`src/shared/irac_pkg.sv`:
```
// constants, state codes and carriers for the register-access bus master
package irac_pkg;
    // ------------------------------------------------------------
    // timing
    // ------------------------------------------------------------
    localparam int unsigned CLK_HZ = 25_000_000;
    localparam int unsigned SCL_HZ = 100_000;
    // quarter of a bus bit, least time so rounded up
    localparam int unsigned Q_CYC = (CLK_HZ + 4 * SCL_HZ - 1) / (4 * SCL_HZ);

    // ------------------------------------------------------------
    // bus layout
    // ------------------------------------------------------------
    localparam logic [6:0] DEV_ADDR_DEF = 7'h34;
    localparam logic [3:0] MAX_WR = 4'h8;
    localparam logic [3:0] ACK_BIT = 4'h8;
    localparam logic [3:0] MSB_IDX = 4'h7;
    localparam logic RW_WRITE = 1'b0;
    localparam logic RW_READ = 1'b1;
    localparam logic [1:0] Q_FALL = 2'h0;
    localparam logic [1:0] Q_RISE = 2'h1;
    localparam logic [1:0] Q_SAMPLE = 2'h2;
    localparam logic [1:0] Q_LAST = 2'h3;

    // ------------------------------------------------------------
    // states and carriers
    // ------------------------------------------------------------
    typedef enum logic [3:0] {
        ST_IDLE = 4'h1,
        ST_START = 4'h2,
        ST_BYTE = 4'h4,
        ST_STOP = 4'h8
    } irac_state_t;

    typedef enum logic [4:0] {
        PH_ADDR_W = 5'h01,
        PH_LOC = 5'h02,
        PH_WDATA = 5'h04,
        PH_ADDR_R = 5'h08,
        PH_RDATA = 5'h10
    } irac_phase_t;

    typedef struct packed {
        logic rd;
        logic set_loc;
        logic [7:0] loc;
        logic [3:0] count;
        logic [7:0][7:0] wdata;
    } irac_cmd_t;

    typedef struct packed {
        logic done;
        logic nack;
    } irac_rsp_t;
endpackage

```
`src/verilog/irac_host.sv`:
```
// bus master that reads and writes the register space of a current monitor
`timescale 1ns/1ps
// What this block does
// - last read byte answered with nack
// - direction bit clear writes, set reads
// - location byte follows write address byte
// - single write: start, addr, loc, data, stop
// - at most eight data bytes per write
// - single read: start, addr, byte, nack, stop
// - dummy write then repeated start sets read
// - ack asks next byte, nack+stop ends
// - every byte goes most significant bit first
// - address byte always first after any start
// - ninth slot carries ack low, nack high
module irac_host #(
    parameter logic [6:0] DEV_ADDR = irac_pkg::DEV_ADDR_DEF,
    parameter int unsigned Q_CYC = irac_pkg::Q_CYC
) (
    // system
    input wire logic clk,
    input wire logic rst,
    // command
    input wire logic cmd_valid,
    output logic cmd_ready,
    input wire irac_pkg::irac_cmd_t cmd,
    // answers
    output logic rd_valid,
    output logic [7:0] rd_data,
    output irac_pkg::irac_rsp_t rsp,
    // bus pins
    output logic scl_o,
    output logic scl_oe,
    input wire logic sda_i,
    output logic sda_o,
    output logic sda_oe
);
    import irac_pkg::*;

    localparam int QW = $clog2(Q_CYC + 1);

    // ------------------------------------------------------------
    // data line synchroniser
    // ------------------------------------------------------------
    logic s1, s2, s3, sda_lvl, next_sda_lvl;

    always_comb begin
        next_sda_lvl = (s2 == s3) ? s3 : sda_lvl;
    end

    always_ff @(posedge clk) begin
        if (rst) begin
            s1 <= 1'b1;
            s2 <= 1'b1;
            s3 <= 1'b1;
            sda_lvl <= 1'b1;
        end else begin
            s1 <= sda_i;
            s2 <= s1;
            s3 <= s2;
            sda_lvl <= next_sda_lvl;
        end
    end

    // ------------------------------------------------------------
    // sequencer
    // ------------------------------------------------------------
    irac_state_t state, next_state;
    irac_phase_t phase, next_phase;
    irac_cmd_t c, next_c;
    logic [QW-1:0] qcnt, next_qcnt;
    logic [1:0] qtr, next_qtr;
    logic [3:0] bit_cnt, next_bit_cnt;
    logic [3:0] idx, next_idx;
    logic [7:0] tx, next_tx;
    logic [7:0] rx, next_rx;
    logic nack, next_nack;
    logic scl, next_scl;
    logic sda_low, next_sda_low;
    logic next_rd_valid;
    logic [7:0] next_rd_data;
    irac_rsp_t next_rsp;
    logic tick, rxing, last;

    assign tick = (qcnt == QW'(Q_CYC - 1));
    assign rxing = (phase == PH_RDATA);
    // a zero count on a read still fetches one byte
    assign last = ({1'b0, idx} + 5'h01) >= {1'b0, c.count};

    always_comb begin
        next_state = state;
        next_phase = phase;
        next_c = c;
        next_qtr = qtr;
        next_bit_cnt = bit_cnt;
        next_idx = idx;
        next_tx = tx;
        next_rx = rx;
        next_nack = nack;
        next_rd_valid = 1'b0;
        next_rd_data = rd_data;
        next_rsp = '0;
        next_qcnt = (state == ST_IDLE || tick) ? '0 : QW'(qcnt + 1'b1);
        next_scl = 1'b1;
        next_sda_low = 1'b0;
        unique case (state)
            ST_IDLE: begin
                if (cmd_valid) begin
                    next_c = cmd;
                    next_state = ST_START;
                    next_qtr = Q_FALL;
                    next_idx = '0;
                    next_nack = 1'b0;
                    // no location byte means the device counter picks the spot
                    next_phase = (cmd.rd && !cmd.set_loc) ? PH_ADDR_R : PH_ADDR_W;
                end
            end
            ST_START: begin
                // clock low again in q3 so the first data bit never moves under a high clock
                next_scl = (qtr == Q_RISE) || (qtr == Q_SAMPLE);
                next_sda_low = (qtr >= Q_SAMPLE);
                if (tick) begin
                    next_qtr = qtr + 2'h1;
                    if (qtr == Q_LAST) begin
                        next_state = ST_BYTE;
                        next_bit_cnt = '0;
                        next_tx = {DEV_ADDR, (phase == PH_ADDR_R) ? RW_READ : RW_WRITE};
                    end
                end
            end
            ST_BYTE: begin
                next_scl = (qtr == Q_RISE) || (qtr == Q_SAMPLE);
                if (bit_cnt != ACK_BIT) begin
                    next_sda_low = !rxing && !tx[3'(MSB_IDX - bit_cnt)];
                end else begin
                    next_sda_low = rxing && !last;
                end
                if (tick) begin
                    next_qtr = qtr + 2'h1;
                    if (qtr == Q_SAMPLE) begin
                        if (bit_cnt == ACK_BIT) begin
                            next_nack = !rxing && sda_lvl;
                        end else begin
                            next_rx = {rx[6:0], sda_lvl};
                        end
                    end
                    if (qtr == Q_LAST) begin
                        next_bit_cnt = (bit_cnt == ACK_BIT) ? '0 : bit_cnt + 4'h1;
                    end
                    if (qtr == Q_LAST && bit_cnt == ACK_BIT) begin
                        if (nack) begin
                            // a refused byte leaves nothing useful to do but stop
                            next_state = ST_STOP;
                        end else begin
                            unique case (phase)
                                PH_ADDR_W: begin
                                    next_tx = c.loc;
                                    next_phase = PH_LOC;
                                end
                                PH_LOC: begin
                                    if (c.rd) begin
                                        next_state = ST_START;
                                        next_phase = PH_ADDR_R;
                                    end else if (c.count == '0) begin
                                        next_state = ST_STOP;
                                    end else begin
                                        next_tx = c.wdata[0];
                                        next_phase = PH_WDATA;
                                        next_idx = 4'h1;
                                    end
                                end
                                PH_WDATA: begin
                                    if (idx >= c.count || idx >= MAX_WR) begin
                                        next_state = ST_STOP;
                                    end else begin
                                        next_tx = c.wdata[idx[2:0]];
                                        next_idx = idx + 4'h1;
                                    end
                                end
                                PH_ADDR_R: begin
                                    next_phase = PH_RDATA;
                                    next_idx = '0;
                                end
                                PH_RDATA: begin
                                    next_rd_valid = 1'b1;
                                    next_rd_data = rx;
                                    next_idx = idx + 4'h1;
                                    if (last) begin
                                        next_state = ST_STOP;
                                    end
                                end
                            endcase
                        end
                    end
                end
            end
            ST_STOP: begin
                next_scl = (qtr != Q_FALL);
                next_sda_low = (qtr < Q_SAMPLE);
                if (tick) begin
                    next_qtr = qtr + 2'h1;
                    if (qtr == Q_LAST) begin
                        next_state = ST_IDLE;
                        next_rsp.done = 1'b1;
                        next_rsp.nack = nack;
                    end
                end
            end
            default: begin
                next_state = ST_IDLE;
            end
        endcase
    end

    always_ff @(posedge clk) begin
        if (rst) begin
            state <= ST_IDLE;
            phase <= PH_ADDR_W;
            c <= '0;
            qcnt <= '0;
            qtr <= Q_FALL;
            bit_cnt <= '0;
            idx <= '0;
            tx <= '0;
            rx <= '0;
            nack <= 1'b0;
            scl <= 1'b1;
            sda_low <= 1'b0;
            rd_valid <= 1'b0;
            rd_data <= '0;
            rsp <= '0;
        end else begin
            state <= next_state;
            phase <= next_phase;
            c <= next_c;
            qcnt <= next_qcnt;
            qtr <= next_qtr;
            bit_cnt <= next_bit_cnt;
            idx <= next_idx;
            tx <= next_tx;
            rx <= next_rx;
            nack <= next_nack;
            scl <= next_scl;
            sda_low <= next_sda_low;
            rd_valid <= next_rd_valid;
            rd_data <= next_rd_data;
            rsp <= next_rsp;
        end
    end

    // ------------------------------------------------------------
    // pins and handshake
    // ------------------------------------------------------------
    // the only master on the bus, so the clock is pushed, not pulled
    assign scl_o = scl;
    assign scl_oe = 1'b1;
    assign sda_o = 1'b0;
    assign sda_oe = sda_low;
    assign cmd_ready = (state == ST_IDLE);

    logic byte_end;
    assign byte_end = (state == ST_BYTE) && tick && qtr == Q_LAST && bit_cnt == ACK_BIT;
endmodule // irac_host

```
`config.mk`:
```
export PLATFORM = sky130hd
export DESIGN_NAME = irac_host
export DESIGN_NICKNAME = d
export VERILOG_FILES = /design/src/shared/irac_pkg.sv /design/src/verilog/irac_host.sv
export SDC_FILE = /design/constraint.sdc
export NUM_CORES = 1
export LEC_CHECK = 0
export BUFFER_PORTS_ARGS = -buffer_cell sky130_fd_sc_hd__clkbuf_2
export CORE_UTILIZATION = 39
export CTS_BUF_LIST = sky130_fd_sc_hd__clkbuf_8
export DETAILED_ROUTE_END_ITERATION = 8
export GPL_TIMING_DRIVEN = 0
export HOLD_SLACK_MARGIN = 0.06
export PLACE_DENSITY = 0.67
export SETUP_SLACK_MARGIN = 0.15
export SLEW_MARGIN = 5
export SYNTH_ARGS = -nofsm -noshare
export SYNTH_HDL_FRONTEND = slang
export SYNTH_SLANG_ARGS = --single-unit
```
`constraint.sdc`:
```
create_clock -name clk -period 8.35 [get_ports clk]
set_clock_uncertainty 0.15 [all_clocks]
set_input_delay 0.4175 -clock clk [delete_from_list [all_inputs] [get_ports clk]]
set_output_delay 0.4175 -clock clk [all_outputs]
set_load 0.005 [all_outputs]
```
==> run metrics <==
synth cell count leaders=nand2_1 (177), dfxtp_1 (136), a21oi_1 (96), nor2_1 (61), clkbuf_1 (38); FILL cells=1499; fmax=309 MHz; Post-Synth Simple-Gate Area=0.213; DP Worst Slack=5.16 ns; Routed Wire Length=18000 um; fin. max-slew vios=0; XOR/XNOR Fraction of Synth Area=0.0125; share of flip-flops with an asynchronous set or reset=0; Crit Path Class=reg2reg; FF+latch count, synth=136; Pre-antenna DRT Iters=5; worst-path fanout max=10; total grt overflow=0; top cell type's share of synthesized area=0.433; post-synthesis compound-gate area fraction=0.144; worst-skew pair later-pin latency=0.46 ns; DRT iter0 DRCs=384; Final HPWL DP=12300 um; Cell Rows=46; Post-synth top flop=dfxtp_1; CORE AREA=0.0158 mm^2; CP Cell Sequence=buf_2, buf_2, inv_1, ha_1, ha_1, a21boi_0, o31ai_1, nand4b_1, nor2_1, a211o_1, mux2_1; Slew @ Worst Pin=1.29 ns; synth top area cells=dfxtp_1 (43%), nand2_1 (11%), a21oi_1 (7.6%); Area growth syn-to-layout=29.3%; Die W=129 um; fin crit share=0.387; top-count cell post-synth=nand2_1; IO Count=98; CP Launch Type=flip-flop; die area=0.0166 mm^2; CP Data Arrival Time=3.42 ns; final hold viol count=0; crit end category=flip-flop; Synth Instances=738; Max Cap Viol=0; largest net degree at the start of global routing=17; GRT Util Overall=0.225; starting density of the core=0.397; IO buf count=94; cts bufs inserted=17; multi-input logic area=0.00329 mm^2; Critical Path RT=8.54 ns; RSZ-0062 raised after global routing=no; Register Area=0.00272 mm^2; largest family of logic cells by synthesized area=simple AND/OR/NAND/NOR gates; DR vias/cell=5.19; area leader, netlist=dfxtp_1; Peak VDD IR=0.101 mV; count of flip-flops with a built-in enable after synthesis=0; drt wl/cell=15.6 um; clk root buf=clkbuf_8; mux share of post-synthesis cell area=0.119; H-tree depth=4; Final #Nets=1022; Mean Syn Cell Area=8.52 um^2; status=complete, no violations; setup tns final=0 ns; sequential share of the synthesized area=0.433; ant diodes=0; Post-CTS Setup Bufs=0; maximum root-to-sink buffer count=2; vias in the first global route=5588; Setup violations, final=0; slew margin rel.=0.131; Clock transition at path regs=0.08 ns; CP peak stage delay=0.37 ns; Max stage delay cell, worst path=dfxtp_1; first-pass GRT wire length=28200 um; layout cells sized above 1=0.176; pwr dens=201 mW/mm^2; worst hold path type=in2reg; Post-Syn Area=0.00629 mm^2; GPL Wtd Cong=0.819; syn_nets=837; initial antenna violation count=0; antenna viol nets, final=0; final setup margin=5.12 ns; Post-CTS Resized=0; adder-cell share of the synthesized area=0.0338; CTS tree=done; via count=5968; Yosys warnings=0; DRC viols=0; total clock sinks=136; min cycle time layout=3.23 ns; Static Leak=0.00322 uW; die height=129 um; count of different cell masters after synthesis=59
==> through the flow <==
stage | hold slack, ns | util | instances | power (uW) | instance area, um^2
3_5_place_dp | 0.264 | 0.444 | 1048 | 1080 | 7030
5_1_grt | 0.0685 | 0.514 | 1150 | 1720 | 8130
2_1_floorplan | 0.239 | - | 738 | 974 | 6290
3_3_place_gp | 0.265 | 0.444 | 1048 | 1080 | 7030
4_1_cts | 0.0608 | 0.513 | 1149 | 1640 | 8120
6_report | 0.0825 | 0.514 | 1150 | 1640 | 8130
==> critical path: cells and delay by family (launching register included) <==
family | cells | cell delay [ns]
muxes | 1 | 0.33
buffers and inverters | 3 | 0.76
and+or+nand+nor | 2 | 0.35
adders and majority gates | 2 | 0.57
AOI/OAI and AO/OA | 3 | 0.58
DFF | 1 | 0.37
==> power by group <==
| part | switching, uW | internal [uW] |
|---|---|---|
| combinational | 221 | 139 |
| sequential | 34.4 | 710 |
| clock | 268 | 265 |
==> layout by cell type, fill, tap and decap left out, types with 3 or more instances in the layout <==
cell type	Yosys	layout
o21a_1	3	3
or4_1	7	7
o211ai_1	3	3
nand3_1	8	8
nor3_1	6	6
a21oi_1	96	96
a221oi_1	4	4
and3_1	5	5
dfxtp_1	136	136
o21ai_0	18	18
mux4_2	18	18
clkinvlp_4	0	3
nand2b_1	4	4
a31oi_1	3	3
ha_1	17	17
clkbuf_8	0	17
and2_1	3	3
clkbuf_1	38	38
mux2i_1	32	32
dlygate4sd3_1	0	72
clkbuf_2	0	94
nand2_1	177	177
a221o_1	5	5
o31ai_1	3	3
inv_6	0	5
buf_2	9	9
nor4_1	4	4
o221ai_1	3	3
xor2_1	5	5
nor2_1	61	61
or2_2	4	4
inv_1	14	14
or3_1	4	4
xnor2_1	4	4
nor4b_1	3	3
==> final timing paths <==
kind	endpoint	depth (start not counted)	slack, ns	startpoint
hold reg to reg	s2	1	0.29	s1
hold / removal	c[14]	3	0.08	cmd[14]
setup reg to reg	state[3]	11	5.12	idx[1]
setup / recovery	state[3]	11	5.12	idx[1]
==> logic make-up after synthesis <==
logic type / count (synthesis)
AOI/OAI and AO/OA: 154
xor gates and xnor gates: 9
adders and majority gates: 17
buffers and inverters: 66
DFF: 136
muxes: 52
other: 2
and+or+nand+nor: 302
==> timing repair <==
| action | 4_1_cts | 5_1_grt |
|---|---|---|
| hold endpoints to repair | 71 | 1 |
| endpoints found under the setup margin | 0 | 0 |
| hold buffers | 71 | 1 |
==> per-layer routing <==
| metal | part of all wire | up-vias | global-route usage |
|---|---|---|---|
| met5 | 0 | - | 0 |
| met4 | 0.024 | 0 | 0.0900 |
| met3 | 0.073 | 34 | 0.0557 |
| met2 | 0.47 | 226 | 0.369 |
| met1 | 0.44 | 2778 | 0.283 |
| li1 | - | 2930 | - |
==> area by class of cell <==
cell class / count / area share
Multi-Input combinational cell: 536 / 0.405
Clock buffer: 17 / 0.0288
Sequential cell: 136 / 0.335
Timing Repair Buffer: 166 / 0.146
Buffer: 52 / 0.0272
Tap cell: 216 / 0.0332
Inverter: 14 / 0.00646
Clock inverter: 13 / 0.0178
==> registers in the layout (all words and copies together), names as in the netlist, 2 cells and up <==
name / count
qtr: 2
rd_data: 8
rx: 8
phase: 5
c: 77
idx: 4
qcnt: 6
state: 4
rsp: 2
tx: 8
bit_cnt: 4
(Power assumes the default switching activity.)
